## config.mk

```make
export PLATFORM = sky130hd
export DESIGN_NAME = stereo_gain_serial_control
export DESIGN_NICKNAME = d
export VERILOG_FILES = /design/src/hw/gain_ctrl_pkg.sv /design/src/hw/stereo_gain_serial_control.sv /design/src/hw/channel_gain_apply.sv
export VERILOG_INCLUDE_DIRS = /design/src /design/src/hw
export SDC_FILE = /design/constraint.sdc
export NUM_CORES = 1
export LEC_CHECK = 0
export BUFFER_PORTS_ARGS = -buffer_cell sky130_fd_sc_hd__buf_2
export CAP_MARGIN = 20
export CORE_MARGIN = 5
export CORE_UTILIZATION = 45
export DETAILED_ROUTE_END_ITERATION = 8
export GPL_TIMING_DRIVEN = 0
export PLACE_DENSITY = 0.75
export SETUP_SLACK_MARGIN = 0.02
export SLEW_MARGIN = 20
export SYNTH_ARGS = -nofsm -noshare
export SYNTH_HDL_FRONTEND = slang
export SYNTH_SLANG_ARGS = --single-unit
```

## constraint.sdc

```tcl
create_clock -name sys_clk -period 7.1 [get_ports sys_clk]
set_input_delay 1.42 -clock sys_clk [delete_from_list [all_inputs] [get_ports sys_clk]]
set_output_delay 1.42 -clock sys_clk [all_outputs]
set_load 0.05 [all_outputs]
```

## src/hw/gain_ctrl_map.svh

```systemverilog
// Offsets, reset values and timing counts of the stereo gain control block
`ifndef GAIN_CTRL_MAP_SVH
`define GAIN_CTRL_MAP_SVH
`define CLK_HZ 100000000
`define WORD_BITS 16
`define RIGHT_MSB 15
`define RIGHT_LSB 8
`define LEFT_MSB 7
`define LEFT_LSB 0
`define GAIN_RESET 8'h00
`define GAIN_MUTE_CODE 8'h00
`define ZC_TIMEOUT_MS 16
`define POR_TIME_MS 100
`define CAL_CYCLES_DEF 1024
`define MS_TO_CYCLES(ms) ((ms) * (`CLK_HZ / 1000))
`endif

```

## src/hw/gain_ctrl_pkg.sv

```systemverilog
// Types shared by the stereo gain control block
package gain_ctrl_pkg;
    typedef struct packed {
        logic [7:0] right;
        logic [7:0] left;
    } gain_pair_t;
    typedef struct packed {
        logic right_mute;
        logic left_mute;
        logic right_gnd;
        logic left_gnd;
        logic out_term;
        logic cal_busy;
    } analog_ctl_t;
    typedef enum logic [1:0] {
        PW_RESET = 2'b00,
        PW_CAL = 2'b01,
        PW_RUN = 2'b10
    } power_state_t;
endpackage

```

## src/hw/stereo_gain_serial_control.sv

```systemverilog
// Serial control port, mute, calibration and power-up of a stereo gain stage
`timescale 1ns/1ns
`include "gain_ctrl_map.svh"
module stereo_gain_serial_control
    import gain_ctrl_pkg::*;
#(
    parameter int unsigned POR_CYCLES = `MS_TO_CYCLES(`POR_TIME_MS),
    parameter int unsigned ZC_CYCLES = `MS_TO_CYCLES(`ZC_TIMEOUT_MS),
    parameter int unsigned CAL_CYCLES = `CAL_CYCLES_DEF
) (
    input wire logic sys_clk,
    input wire logic sys_rst,
    input wire logic chip_select_n,
    input wire logic shift_clk,
    input wire logic serial_in,
    output logic serial_out,
    output logic serial_out_oe,
    input wire logic zero_cross_gate_enable,
    input wire logic mute_n,
    input wire logic supply_low,
    input wire logic right_zero_cross,
    input wire logic left_zero_cross,
    output gain_ctrl_pkg::gain_pair_t gain_applied,
    output logic [7:0] right_tap,
    output logic [7:0] left_tap,
    output gain_ctrl_pkg::analog_ctl_t analog_ctl
);
    import gain_ctrl_pkg::*;

    // -----------------------------------------------------------------
    // Input synchronisers
    // -----------------------------------------------------------------
    logic [1:0] cs_s, sck_s, sdi_s, zce_s, mute_s, uv_s, rzc_s, lzc_s;
    logic cs_n_q, sck_q, rzc_q, lzc_q;

    // Two flops per pin; only the second stage is used below
    always_ff @(posedge sys_clk or posedge sys_rst) begin
        if (sys_rst) begin
            cs_s <= 2'h3;
            sck_s <= 2'h0;
            sdi_s <= 2'h0;
            zce_s <= 2'h0;
            mute_s <= 2'h3;
            uv_s <= 2'h0;
            rzc_s <= 2'h0;
            lzc_s <= 2'h0;
        end else begin
            cs_s <= {cs_s[0], chip_select_n};
            sck_s <= {sck_s[0], shift_clk};
            sdi_s <= {sdi_s[0], serial_in};
            zce_s <= {zce_s[0], zero_cross_gate_enable};
            mute_s <= {mute_s[0], mute_n};
            uv_s <= {uv_s[0], supply_low};
            rzc_s <= {rzc_s[0], right_zero_cross};
            lzc_s <= {lzc_s[0], left_zero_cross};
        end
    end

    // Previous values for edge detection
    always_ff @(posedge sys_clk or posedge sys_rst) begin
        if (sys_rst) begin
            cs_n_q <= 1'b1;
            sck_q <= 1'b0;
            rzc_q <= 1'b0;
            lzc_q <= 1'b0;
        end else begin
            cs_n_q <= cs_s[1];
            sck_q <= sck_s[1];
            rzc_q <= rzc_s[1];
            lzc_q <= lzc_s[1];
        end
    end

    logic selected, sck_rise, sck_fall, cs_rise, rzc_pos, lzc_pos;
    assign selected = !cs_s[1];
    assign sck_rise = selected && sck_s[1] && !sck_q;
    assign sck_fall = selected && !sck_s[1] && sck_q;
    assign cs_rise = cs_s[1] && !cs_n_q;
    // Comparator outputs rising mark positive-slope crossings
    assign rzc_pos = rzc_s[1] && !rzc_q;
    assign lzc_pos = lzc_s[1] && !lzc_q;

    // -----------------------------------------------------------------
    // Power-up, calibration and undervoltage sequencing
    // -----------------------------------------------------------------
    power_state_t pw_q;
    logic [31:0] pw_cnt_q;
    logic mute_prev_q, mute_req, in_reset;
    assign mute_req = mute_prev_q && !mute_s[1];
    assign in_reset = (pw_q == PW_RESET);

    always_ff @(posedge sys_clk or posedge sys_rst) begin
        if (sys_rst) begin
            mute_prev_q <= 1'b1;
        end else begin
            mute_prev_q <= mute_s[1];
        end
    end

    // Supply dip sends the sequencer back to its reset state
    always_ff @(posedge sys_clk or posedge sys_rst) begin
        if (sys_rst) begin
            pw_q <= PW_RESET;
            pw_cnt_q <= '0;
        end else if (uv_s[1]) begin
            pw_q <= PW_RESET;
            pw_cnt_q <= '0;
        end else begin
            unique case (pw_q)
                PW_RESET: begin
                    if (pw_cnt_q >= POR_CYCLES - 1) begin
                        pw_q <= PW_CAL;
                        pw_cnt_q <= '0;
                    end else begin
                        pw_cnt_q <= pw_cnt_q + 32'd1;
                    end
                end
                PW_CAL: begin
                    if (pw_cnt_q >= CAL_CYCLES - 1) begin
                        pw_q <= PW_RUN;
                        pw_cnt_q <= '0;
                    end else begin
                        pw_cnt_q <= pw_cnt_q + 32'd1;
                    end
                end
                PW_RUN: begin
                    if (mute_req) begin
                        pw_q <= PW_CAL;
                        pw_cnt_q <= '0;
                    end
                end
                default: begin
                    pw_q <= PW_RESET;
                    pw_cnt_q <= '0;
                end
            endcase
        end
    end

    // -----------------------------------------------------------------
    // Serial shift register
    // -----------------------------------------------------------------
    logic [15:0] shift_q;
    logic out_q;

    // MSB first: new bit enters at bit 0, right code ends up high
    always_ff @(posedge sys_clk or posedge sys_rst) begin
        if (sys_rst) begin
            shift_q <= '0;
        end else if (in_reset) begin
            shift_q <= '0;
        end else if (sck_rise) begin
            shift_q <= {shift_q[14:0], sdi_s[1]};
        end
    end

    // Output updates on falling edge so next device samples stable data
    always_ff @(posedge sys_clk or posedge sys_rst) begin
        if (sys_rst) begin
            out_q <= 1'b0;
        end else if (in_reset) begin
            out_q <= 1'b0;
        end else if (sck_fall) begin
            out_q <= shift_q[`WORD_BITS-1];
        end
    end

    assign serial_out = out_q;
    assign serial_out_oe = selected;

    // -----------------------------------------------------------------
    // Holding registers and per-channel apply
    // -----------------------------------------------------------------
    // Last 16 bits in the chain belong to this device
    gain_pair_t hold;
    assign hold.right = shift_q[`RIGHT_MSB:`RIGHT_LSB];
    assign hold.left = shift_q[`LEFT_MSB:`LEFT_LSB];

    logic load, clr_gain, zc_gate, r_pend, l_pend;
    assign load = cs_rise && (pw_q == PW_RUN);
    assign clr_gain = (pw_q != PW_RUN);
    assign zc_gate = zce_s[1];

    channel_gain_apply #(.TIMEOUT_CYCLES(ZC_CYCLES)) u_right (
        .sys_clk(sys_clk),
        .sys_rst(sys_rst),
        .clear(clr_gain),
        .load(load),
        .code(hold.right),
        .zc_gate(zc_gate),
        .zc_pos(rzc_pos),
        .applied_q(gain_applied.right),
        .pending(r_pend)
    );

    channel_gain_apply #(.TIMEOUT_CYCLES(ZC_CYCLES)) u_left (
        .sys_clk(sys_clk),
        .sys_rst(sys_rst),
        .clear(clr_gain),
        .load(load),
        .code(hold.left),
        .zc_gate(zc_gate),
        .zc_pos(lzc_pos),
        .applied_q(gain_applied.left),
        .pending(l_pend)
    );

    // -----------------------------------------------------------------
    // Tap decode
    // -----------------------------------------------------------------
    // Tap index = code; gain dB = 31.5 - 0.5*(255-code); zero = unity
    function automatic logic [7:0] tap_of(input logic [7:0] c);
        tap_of = (c == `GAIN_MUTE_CODE) ? 8'hC0 : c;
    endfunction

    always_ff @(posedge sys_clk or posedge sys_rst) begin
        if (sys_rst) begin
            right_tap <= 8'hC0;
            left_tap <= 8'hC0;
        end else begin
            right_tap <= tap_of(gain_applied.right);
            left_tap <= tap_of(gain_applied.left);
        end
    end

    // -----------------------------------------------------------------
    // Hardware mute engage: crossing on either channel or timeout
    // -----------------------------------------------------------------
    logic hw_mute_q, mute_wait_q;
    logic [31:0] mute_cnt_q;

    // Crossing gating here ignores the zero-cross enable input
    always_ff @(posedge sys_clk or posedge sys_rst) begin
        if (sys_rst) begin
            hw_mute_q <= 1'b1;
            mute_wait_q <= 1'b0;
            mute_cnt_q <= '0;
        end else if (pw_q != PW_RUN) begin
            hw_mute_q <= 1'b1;
            mute_wait_q <= 1'b0;
            mute_cnt_q <= '0;
        end else if (!mute_s[1] && !hw_mute_q) begin
            if (rzc_pos || lzc_pos || mute_cnt_q >= ZC_CYCLES - 1) begin
                hw_mute_q <= 1'b1;
                mute_wait_q <= 1'b0;
                mute_cnt_q <= '0;
            end else begin
                mute_wait_q <= 1'b1;
                mute_cnt_q <= mute_cnt_q + 32'd1;
            end
        end else if (mute_s[1]) begin
            hw_mute_q <= 1'b0;
            mute_wait_q <= 1'b0;
            mute_cnt_q <= '0;
        end
    end

    // Outside run the mute must already stand when calibration shows busy
    logic mute_now;
    assign mute_now = hw_mute_q || (pw_q != PW_RUN);

    // Analog switch controls, registered to avoid glitching the switches
    always_ff @(posedge sys_clk or posedge sys_rst) begin
        if (sys_rst) begin
            analog_ctl <= '{1'b1, 1'b1, 1'b1, 1'b1, 1'b1, 1'b0};
        end else begin
            analog_ctl.right_mute <= mute_now;
            analog_ctl.left_mute <= mute_now;
            analog_ctl.right_gnd <= (gain_applied.right == 8'h00);
            analog_ctl.left_gnd <= (gain_applied.left == 8'h00);
            analog_ctl.out_term <= mute_now;
            analog_ctl.cal_busy <= (pw_q == PW_CAL);
        end
    end
endmodule // stereo_gain_serial_control

```

## src/hw/channel_gain_apply.sv

```systemverilog
// One channel: wait for zero crossing or timeout before applying a new gain
`timescale 1ns/1ns
`include "gain_ctrl_map.svh"
module channel_gain_apply #(
    parameter int unsigned TIMEOUT_CYCLES = `MS_TO_CYCLES(`ZC_TIMEOUT_MS)
) (
    input wire logic sys_clk,
    input wire logic sys_rst,
    input wire logic clear,
    input wire logic load,
    input wire logic [7:0] code,
    input wire logic zc_gate,
    input wire logic zc_pos,
    output logic [7:0] applied_q,
    output logic pending
);
    logic [7:0] target_q;
    logic pend_q;
    logic [31:0] tmo_q;
    logic fire;

    // Apply on positive zero crossing or timeout when gated, else at once
    assign fire = pend_q &&
        (!zc_gate || zc_pos || tmo_q >= TIMEOUT_CYCLES - 1);
    assign pending = pend_q;

    // -----------------------------------------------------------------
    // Target and pending state
    // -----------------------------------------------------------------
    // A code differing from the target restarts the timeout, and the wait unless it equals the applied gain
    always_ff @(posedge sys_clk or posedge sys_rst) begin
        if (sys_rst) begin
            target_q <= `GAIN_RESET;
            pend_q <= 1'b0;
            tmo_q <= '0;
        end else if (clear) begin
            target_q <= `GAIN_RESET;
            pend_q <= 1'b0;
            tmo_q <= '0;
        end else if (load && code != target_q) begin
            target_q <= code;
            pend_q <= (code != applied_q);
            tmo_q <= '0;
        end else if (fire) begin
            pend_q <= 1'b0;
            tmo_q <= '0;
        end else if (pend_q) begin
            tmo_q <= tmo_q + 32'd1;
        end
    end

    // Applied gain follows target only at the chosen instant
    always_ff @(posedge sys_clk or posedge sys_rst) begin
        if (sys_rst) begin
            applied_q <= `GAIN_RESET;
        end else if (clear) begin
            applied_q <= `GAIN_RESET;
        end else if (fire) begin
            applied_q <= target_q;
        end
    end
endmodule // channel_gain_apply

```

==> metrics.yaml, run 1 <==
logic_synthesis:
  ys_seq_elements: 223
  netlist_top_cells_area: "dfrtp_1 (50%), nand2_1 (4.4%), dfstp_2 (3.5%)"
  ys_warn_count: 0
  syn-cell-area_mm2: 0.0104
  seq_area_frac_synth: 0.538
  yosysMostFrequentCell: "dfrtp_1"
  avgSynthCellArea_um2: 9.89
  yosys-top-cells-count: "dfrtp_1 (209), nand2_1 (123), o21ai_0 (68), nor2_1 (56), nand3_1 (52)"
  async_reset_ff_frac: 1.00
  yosysTopAreaCellShare: 0.502
  syn-num-nets: 1067
  synth-edff-count: 0
  ys.flop_type: "dfrtp_1"
  synth_top_area_cell: "dfrtp_1"
  yosys.cell_types.count: 65
  synth_cells: 1053
critical_path:
  worstPathArrival_ns: 1.39
  crit_path_max_fanout: 3
  startpoint_type: "flip-flop"
  crit_slowest_cell: "dfstp_2"
  crit_chain: "buf_4, buf_2"
  cp_data_required_time_ns: 5.68
  path_class: "reg -> out"
  slowest_delay_ns: 0.54
  endpoint_kind: "primary output"
cts:
  cts.reportedPaths.clkPinSlew_ns: 0.05
  tritoncts: "yes"
  cts.sinks: 223
  cts_inserted_buffers: 25
  cts.repair.resized: 0
  htreeDepth: 1
  ctsHoldBuffers: 0
  root_buffer: "clkbuf_16"
  clkLatencyLatePin_ns: 0.52
  clockBufferDepth: 3
  post_cts_buffers: 0
timing:
  period_share: 0.396
  slew_headroom: 0.436
  setup_tns_ns: 0
  layout_min_cycle_time_ns: 2.81
  final_max_slew_viol_count: 0
  fmax_mhz: 356
  tightest_slew_ns: 0.834
  hold_viol: 0
  setup_viol: 0
  fin_worst_skew_ns: 0.0201
  rsz0062_at_grt: "no"
drt:
  ant_nets: 0
  viasPerCell: 5.67
  totalWireLength_um: 23400
  dr.pass1.iters: 5
  wl_per_cell_um: 16.2
  drt_iter0_markers: 588
  via_count: 8176
  drc: 0
global_route:
  antenna_found_initial: 0
  grt_pass1_vias: 7898
  grt_start_max_net_pins: 36
  use_met1: 0.241
  grt_busiest_layer: "met2"
  grt_usage: 0.179
  grt_pass1_wl_um: 39600
  grt-ovfl-total: 0
  use_met3: 0.0292
  globalRouteMet2Util: 0.302
layout:
  drive_gt1_frac: 0.117
  n_antenna_cell: 0
  finalNonFillerCells: 1441
  fin_nets: 1151
  area_growth_syn_to_layout_pct: 15.4
place:
  place_congestion: 0.868
  dp.cells: 1395
  hpwlAfterDp_um: 16200
  io_buffers: 49
floorplan:
  dieArea_mm2: 0.0263
  io_pins: 50
  die_x_um: 162
  die_h_um: 162
  fp-row-count: 55
  initial_utilization: 0.458
  core_mm2: 0.0227
min_path:
  hold_class: "reg -> reg"
run:
  drv_cap: 0
power_and_ir_drop:
  leakage_nw: 5.53
  ir_drop_uv: 137
  cellPowerDensity_mw_per_mm2: 217
status:
  status: "finished, final reports clean"
## path summary, 6_finish.rpt
| kind | startpoint | end | slack, ns | cells after the start |
|---|---|---|---|---|
| hold reg to reg | lzc_s[0] | lzc_s[1] | 0.35 | 0 |
| setup reg to reg | pw_cnt_q[0] | pw_cnt_q[8] | 4.37 | 9 |
| hold / removal | lzc_s[0] | lzc_s[1] | 0.35 | 0 |
| min in group asynchronous | sys_rst | left_tap[5] | 0.77 | 2 |
| setup / recovery | analog_ctl[1] | analog_ctl[4] | 4.29 | 2 |
| max in group asynchronous | sys_rst | analog_ctl[3] | 5.21 | 6 |
## placed cells by master (no fill, tap or decap), types with 5 or more instances in the layout
| master | synthesis | final |
|---|---|---|
| a41oi_1 | 7 | 7 |
| nand3_1 | 52 | 52 |
| and2_1 | 30 | 30 |
| o211ai_1 | 6 | 6 |
| a22o_1 | 19 | 19 |
| clkbuf_8 | 0 | 8 |
| inv_1 | 28 | 27 |
| a22oi_1 | 5 | 5 |
| o21ai_0 | 68 | 68 |
| dfstp_2 | 14 | 14 |
| mux2i_1 | 18 | 18 |
| nor3_1 | 18 | 18 |
| nand2b_1 | 15 | 15 |
| clkbuf_1 | 46 | 53 |
| xnor2_1 | 35 | 35 |
| or3_1 | 11 | 11 |
| a21o_1 | 12 | 12 |
| xor2_1 | 12 | 12 |
| and4_1 | 17 | 17 |
| buf_2 | 7 | 56 |
| clkbuf_16 | 0 | 25 |
| a21oi_1 | 39 | 39 |
| nor3b_1 | 9 | 8 |
| nand2_1 | 123 | 123 |
| o31ai_1 | 11 | 11 |
| and3_1 | 50 | 50 |
| buf_12 | 0 | 7 |
| nand4_1 | 29 | 29 |
| nor2_1 | 56 | 56 |
| a31oi_1 | 16 | 16 |
| nor2b_1 | 17 | 17 |
| nor4b_1 | 5 | 5 |
| dfrtp_1 | 209 | 209 |
| nor4_1 | 18 | 18 |
## registers in the layout, summed over array words and instances (netlist names), 4 cells and up
| register | cells |
|---|---|
| analog_ctl | 4 |
| hold | 16 |
| left_tap | 8 |
| mute_cnt_q | 32 |
| pw_cnt_q | 32 |
| right_tap | 8 |
| u_left.applied_q | 8 |
| u_left.target_q | 8 |
| u_left.tmo_q | 32 |
| u_right.applied_q | 8 |
| u_right.target_q | 8 |
| u_right.tmo_q | 32 |
## layout make-up
type	count	area [um2]
Timing Repair Buffer	57	413
Buffer	60	255
Clock inverter	6	62.6
Clock buffer	40	762
Sequential cell	223	5600
Fill cell	2036	10700
Tap cell	285	357
Multi-Input combinational cell	741	4450
Inverter	29	113
## worst max-delay path, delay by kind of cell, from the launching register on
| family | cells | cell delay [ns] |
|---|---|---|
| buffers and inverters | 2 | 0.35 |
| flip-flops | 1 | 0.54 |
## report_power, final
group          internal (W)  leakage (nW)  switching [W]
Clock              0.000769         0.408       0.000502
Combinational     0.0000164          2.09      0.0000374
Sequential          0.00128          3.03     0.00000555
Total               0.00207          5.53       0.000545
## logic make-up after synthesis
family / synth area share
flip-flops: 0.538
multiplexers: 0.0173
AND/OR/NAND/NOR: 0.237
AO/OA/AOI/OAI: 0.128
buffers and inverters: 0.0350
XOR/XNOR: 0.0395
adder cells (fa/ha/maj): 0.00481
## through the flow
| stage | worst slack, ns | power, W | hold WS (ns) | instance area [um2] | util |
|---|---|---|---|---|---|
| floorplan | 2.78 | 0.00134 | 0.331 | 10400 | - |
| global placement | 1.48 | 0.00135 | 0.334 | 11000 | 0.485 |
| detailed placement | 4.43 | 0.00136 | 0.335 | 11200 | 0.493 |
| CTS | 4.26 | 0.00265 | 0.348 | 12000 | 0.529 |
| global route | 4.18 | 0.00271 | 0.353 | 12000 | 0.529 |
| finish | 4.29 | 0.00261 | 0.346 | 12000 | 0.529 |
## metal layers
layer  up-vias  part of all wire
li1       3931                 -
met1      4035              0.45
met2       172              0.49
met3        38             0.041
met4         0             0.021
met5         -                 0
No activity file was read; power rests on OpenSTA's default activity.
==> run 2, diff against run 1 <==
--- a/config.mk
+++ b/config.mk
@@ -6,6 +6,7 @@
 export SDC_FILE = /design/constraint.sdc
 export NUM_CORES = 1
 export LEC_CHECK = 0
+export ABC_AREA = 1
 export BUFFER_PORTS_ARGS = -buffer_cell sky130_fd_sc_hd__buf_2
 export CAP_MARGIN = 20
 export CORE_MARGIN = 5
==> constraint.sdc (replaced) <==
create_clock -name sys_clk -period 2.4 [get_ports sys_clk]
set_input_delay 0.48 -clock sys_clk [delete_from_list [all_inputs] [get_ports sys_clk]]
set_output_delay 0.48 -clock sys_clk [all_outputs]
set_load 0.05 [all_outputs]
==> run 2 against run 1 <==
Against the previous run: first-iteration DRC count grew 26%; worst setup slack lost 3.9 ns; routed wire length grew 2.7%.
==> metrics.yaml, run 2 <==
status:
  status: "finished, final reports clean"
timing:
  period_share: 0.857
  hold_viol: 0  # unchanged
  final_max_slew_viol_count: 0  # unchanged
  tightest_slew_ns: 0.611  # -0.223 ns
  setup_viol: 0  # unchanged
  slew_headroom: 0.592  # +0.156
  fin_worst_skew_ns: 0.0113  # -0.00881 ns
  fmax_mhz: 486
  rsz0062_at_grt: "no"
  layout_min_cycle_time_ns: 2.06
power_and_ir_drop:
  cellPowerDensity_mw_per_mm2: 685  # +220%
  p_total_w: 0.00879  # +240%
  leakage_nw: 6.33  # +14%
  ir_drop_uv: 487  # +260%
cts:
  cts_inserted_buffers: 25  # unchanged
  cts.reportedPaths.clkPinSlew_ns: 0.06  # about the same
  clkLatencyLatePin_ns: 0.51  # about the same
  root_buffer: "clkbuf_16"
  ctsHoldBuffers: 0  # unchanged
  htreeDepth: 1  # unchanged
  tritoncts: "yes"
  cts.repair.resized: 0  # unchanged
  clockBufferDepth: 3  # unchanged
  cts.sinks: 223  # unchanged
  post_cts_buffers: 0  # unchanged
logic_synthesis:
  syn-cell-area_mm2: 0.0112  # +7.7%
  async_reset_ff_frac: 1.00  # unchanged
  avgSynthCellArea_um2: 7.98  # -19%
  synth_cells: 1405  # +33%
  ys_warn_count: 0  # unchanged
  synth_top_area_cell: "dfrtp_1"
  syn-num-nets: 1419  # +33%
  ys.flop_type: "dfrtp_1"
  yosys-top-cells-count: "nand2_1 (384), dfrtp_1 (209), inv_1 (183), nor2_1 (157), nand3_1 (101)"
  ys_seq_elements: 223  # unchanged
  yosysMostFrequentCell: "nand2_1"
  yosys.cell_types.count: 42  # -35%
  netlist_top_cells_area: "dfrtp_1 (47%), nand2_1 (13%), inv_1 (6.1%)"
  seq_area_frac_synth: 0.499  # -0.0382
  yosysTopAreaCellShare: 0.467  # -0.0357
  synth-edff-count: 0  # unchanged
critical_path:
  cp_data_required_time_ns: 2.79  # -2.89 ns
  endpoint_kind: "flip-flop"
  worstPathArrival_ns: 2.44  # +1.05 ns
  crit_path_max_fanout: 10  # +7
  path_class: "reg -> reg"
  startpoint_type: "flip-flop"
layout:
  fin_util: 0.527  # -0.00251
  area_growth_syn_to_layout_pct: 14.6
  n_antenna_cell: 0  # unchanged
  fin_nets: 1502  # +30%
  fillers: 2232  # +9.6%
  final_cell_mix: "nand2_1 (384), dfrtp_1 (209), inv_1 (182), nor2_1 (157), nand3_1 (101)"
  layout_commonest_cell: "nand2_1"
  drive_gt1_frac: 0.130  # +0.0134
drt:
  dr.pass1.iters: 6  # +1
  viasPerCell: 5.01  # -12%
  drc: 0  # unchanged
  ant_nets: 0  # unchanged
  drt_iter0_markers: 743  # +26%
  via_count: 9167  # +12%
  wl_per_cell_um: 13.1  # -19%
  totalWireLength_um: 24000  # +2.7%
global_route:
  grt_pass1_wl_um: 42200  # +6.6%
  grt_usage: 0.173  # -0.00582
  antenna_found_initial: 0  # unchanged
  grt-ovfl-total: 0  # unchanged
  grt_pass1_vias: 8992  # +14%
  grt_start_max_net_pins: 34  # -5.6%
floorplan:
  fp-row-count: 57  # +3.6%
  die_x_um: 168  # +3.5%
  die_h_um: 168  # +3.5%
  io_pins: 50  # unchanged
  core_mm2: 0.0244  # +7.4%
  initial_utilization: 0.460  # +0.00107
  dieArea_mm2: 0.0282  # +7.2%
place:
  place_congestion: 0.893  # +2.9%
  io_buffers: 49  # unchanged
  hpwlAfterDp_um: 17400  # +7.7%
min_path:
  hold_class: "in -> async"
run:
  drv_cap: 0  # unchanged
-- run 2: cell count changes after synthesis, moves of 19 or more --
cell      before  now
nand4_1       29   71
a22o_1        19    0
and3_1        50    1
nand2_1      123  384
xor2_1        12   40
clkbuf_1      46   20
nand3_1       52  101
inv_1         28  183
o21ai_0       68   40
nor2_1        56  157
a21oi_1       39    9
and2_1        30    0
-- run 2: cell type report --
type / count / area (um2) / area share
inverters: 194 / 732 / 0.0570
plain buffers: 51 / 283 / 0.0220
multi-input cells: 937 / 4600 / 0.358
clock inverters: 9 / 145 / 0.0113
flip-flops and latches: 223 / 5600 / 0.436
repair buffers: 56 / 393 / 0.0306
well taps: 324 / 405 / 0.0316
clock buffers: 36 / 687 / 0.0535
-- run 2: kinds of logic after synthesis --
| logic type | synth area share |
|---|---|
| adder cells (fa/ha/maj) | 0.00447 |
| buffers and inverters | 0.0902 |
| AO/OA/AOI/OAI | 0.0364 |
| flip-flops | 0.499 |
| AND/OR/NAND/NOR | 0.318 |
| XOR/XNOR | 0.0516 |
-- run 2: worst max-delay path: stages, from the launching register on --
cell and delay, ns:
dfrtp_1 0.46, ha_1 0.32, nand3_2 0.17, inv_2 0.12, nand2_2 0.08, nor2_1 0.10, nand2_1 0.05, nand2_1 0.07
nand2_1 0.08, nand2_4 0.14, inv_2 0.08, buf_6 0.14, nand4_1 0.07, nand2_1 0.06
-- run 2: stage by stage --
stage          setup TNS (ns)  cells  hold slack [ns]  instance area (um2)  setup WS (ns)
3_5_place_dp                0   1785            0.336                12000          0.341
3_3_place_gp          -492.97   1778            0.334                11900          -2.29
6_report                    0   1830          0.00826                12800          0.343
5_1_grt                     0   1830           0.0467                12800          0.159
2_1_floorplan         -207.73   1405            0.331                11200         -0.979
4_1_cts                     0   1830          0.00370                12800          0.323
-- run 2: worst paths after layout --
check | from | slack [ns] | cells past startpoint | endpoint
min | sys_rst | 0.008 | 2 | pw_cnt_q[17]
min in group sys_clk | mute_n | 0.07 | 1 | mute_s[0]
min reg2reg | sdi_s[0] | 0.35 | 0 | sdi_s[1]
max | u_right.tmo_q[0] | 0.34 | 13 | u_right.tmo_q[18]
max in group asynchronous | sys_rst | 1.14 | 6 | left_tap[6]
max reg2reg | u_right.tmo_q[0] | 0.34 | 13 | u_right.tmo_q[18]
-- run 2: where the power goes --
| group | switching, W | total (W) | internal [W] |
|---|---|---|---|
| combinational | 0.000778 | 0.00104 | 0.000259 |
| sequential | 0.0000598 | 0.00390 | 0.00384 |
| clock | 0.00145 | 0.00386 | 0.00241 |
-- run 2: metal layers --
layer / vias to the layer above / share of wire / track usage
met5: - / 0 / 0
met4: 0 / 0.018 / 0.0430
met3: 41 / 0.050 / 0.0225
met2: 213 / 0.47 / 0.293
met1: 4321 / 0.46 / 0.237
li1: 4592 / - / -
==> run 3, diff against run 2 <==
--- a/config.mk
+++ b/config.mk
@@ -9,7 +9,6 @@
 export ABC_AREA = 1
 export BUFFER_PORTS_ARGS = -buffer_cell sky130_fd_sc_hd__buf_2
 export CAP_MARGIN = 20
-export CORE_MARGIN = 5
 export CORE_UTILIZATION = 45
 export DETAILED_ROUTE_END_ITERATION = 8
 export GPL_TIMING_DRIVEN = 0
==> run 3 against run 2 <==
Against the previous run: final cell count increased by 0.16%; cell area is 0.67% higher; register-to-register slack worse by 0.02 ns; global-route usage grew 2.2 points; critical path depth unchanged; sequential power is essentially flat; largest power group is now the clock network.
==> metrics.yaml, run 3 (synthesized netlist as in run 2, its figures left out) <==
critical_path:
  crit_chain: "ha_1, nand3_2, inv_2, nand2_2, nor2_1, nand2_1, nand2_1, nand2_1, nand2_4, inv_2, buf_6, nand4_1, nand2_1"
  crit_buf_inv: 3  # unchanged
  cp_data_required_time_ns: 2.81  # +0.02 ns
  r2r_slack_ns: 0.32  # -0.02 ns
  slowest_delay_ns: 0.47  # about the same
  r2r-start: "u_right.tmo_q[0]"
  startpoint_type: "flip-flop"
  r2r_cells: 13  # unchanged
  crit_path_max_fanout: 10  # unchanged
  path_delay_family: "simple AND/OR/NAND/NOR gates"
  r2r-end: "u_right.tmo_q[18]"
  worstPathArrival_ns: 2.48  # +0.04 ns
  crit_slowest_cell: "dfrtp_1"
  endpoint_kind: "flip-flop"
  cp_common_cell: "nand2_1"
  path_class: "reg -> reg"
drt:
  viasPerCell: 4.96  # -1.1%
  drc: 0  # unchanged
  ant_nets: 0  # unchanged
  wl_per_cell_um: 13.0  # -0.84%
  via_count: 9085  # -0.89%
  dr.pass1.iters: 5  # -1
  totalWireLength_um: 23900  # -0.68%
  drt_iter0_markers: 693  # -6.7%
place:
  place_congestion: 0.919  # +2.9%
  dp.cells: 1786  # +0.056%
  io_buffers: 49  # unchanged
  hpwlAfterDp_um: 17400  # +0.14%
  placement.cell_area_mm2: 0.0120  # +0.23%
layout:
  area_growth_syn_to_layout_pct: 15.3
  multiInputGateArea_mm2: 0.00460  # unchanged
  finalNonFillerCells: 1833  # +0.16%
  final_cell_mix: "nand2_1 (384), dfrtp_1 (209), inv_1 (182), nor2_1 (157), nand3_1 (101)"
  drive_gt1_frac: 0.135  # +0.00504
  finalInstanceArea_mm2: 0.0129  # +0.67%
  n_antenna_cell: 0  # unchanged
  layout_commonest_cell: "nand2_1"
  fin_nets: 1504  # +0.13%
  register_area_mm2: 0.00560  # unchanged
  fillers: 2235  # +0.13%
timing:
  rsz0062_at_grt: "no"
  whs_ns: 0.0124  # +0.00417 ns
  fin_worst_skew_ns: 0.00917  # -0.00209 ns
  slew_headroom: 0.610  # +0.0180
  layout_min_cycle_time_ns: 2.08  # +0.0219 ns
  period_share: 0.866  # +0.00910
  fmax_mhz: 481  # -1.1%
  final_max_slew_viol_count: 0  # unchanged
  tightest_slew_ns: 0.584  # -0.0270 ns
  hold_viol: 0  # unchanged
  setup_tns_ns: 0  # unchanged
  setup_viol: 0  # unchanged
floorplan:
  die_x_um: 160  # -4.8%
  core_mm2: 0.0244  # unchanged
  initial_utilization: 0.460  # unchanged
  io_pins: 50  # unchanged
  die_h_um: 160  # -4.8%
  dieArea_mm2: 0.0255  # -9.3%
  fp-row-count: 57  # unchanged
cts:
  clockBufferDepth: 3  # unchanged
  cts.repair.resized: 0  # unchanged
  post_cts_buffers: 0  # unchanged
  root_buffer: "clkbuf_16"
  clkLatencyLatePin_ns: 0.52  # about the same
  htreeDepth: 1  # unchanged
  cts.sinks: 223  # unchanged
  cts.reportedPaths.clkPinSlew_ns: 0.06  # about the same
  cts_inserted_buffers: 26  # +4.0%
  tritoncts: "yes"
  ctsHoldBuffers: 0  # unchanged
global_route:
  grt_usage: 0.195  # +0.0218
  grt_pass1_wl_um: 42000  # -0.57%
  grt-ovfl-total: 0  # unchanged
  antenna_found_initial: 0  # unchanged
  grt_start_max_net_pins: 36  # +5.9%
  grt_pass1_vias: 8827  # -1.8%
min_path:
  hold_class: "in -> async"
power_and_ir_drop:
  p_total_w: 0.00890  # +1.2%
  leakage_nw: 6.37  # +0.63%
  ir_drop_uv: 542  # +11%
  cellPowerDensity_mw_per_mm2: 688  # +0.50%
run:
  drv_cap: 0  # unchanged
status:
  status: "finished, final reports clean"
[run 3: cell count changes in the layout (fill, tap and decap cells not counted), moves of 2 or more]
cell        change
bufinv_16       -2
clkbuf_1        -5
clkinvlp_4      +2
clkbuf_8        +5
clkbuf_16       +2
[run 3: layout make-up]
type / count / share of cell area
multi-input combinational: 937 / 0.356
inverter: 194 / 0.0566
buffer: 51 / 0.0219
sequential: 223 / 0.433
clock inverter: 9 / 0.00803
timing repair buffer: 57 / 0.0325
clock buffer: 38 / 0.0609
tap: 324 / 0.0314
[run 3: per-layer routing]
layer	share of wire	up-vias	track usage
met3	0.046	36	0.0255
met4	0.018	0	0.0554
met1	0.46	4278	0.262
met5	0	-	0
li1	-	4587	-
met2	0.47	184	0.329
[run 3: per-stage QoR]
step           utilization  worst slack, ns
6_report             0.530            0.321
5_1_grt              0.530            0.155
4_1_cts              0.530            0.329
3_5_place_dp         0.494            0.350
3_3_place_gp         0.486            -2.31
2_1_floorplan            -           -0.979
[run 3: how the worst max path moves through the flow]
stage                          start                end  slack, ns  cells past startpoint
floorplan                    sys_rst      analog_ctl[0]      -0.98                      1
global placement             sys_rst       right_tap[4]      -2.31                      2
detailed placement  u_right.tmo_q[0]  u_right.tmo_q[18]       0.35                     13
CTS                 u_right.tmo_q[0]  u_right.tmo_q[18]       0.33                     13
global route        u_right.tmo_q[0]  u_right.tmo_q[19]       0.16                     13
finish              u_right.tmo_q[0]  u_right.tmo_q[18]       0.32                     13
[run 3: where the power goes]
group | leakage [nW] | switching [W] | internal (W)
registers | 3.03 | 0.0000572 | 0.00384
logic | 2.91 | 0.000773 | 0.000265
clock network | 0.436 | 0.00149 | 0.00248
total | 6.37 | 0.00232 | 0.00658
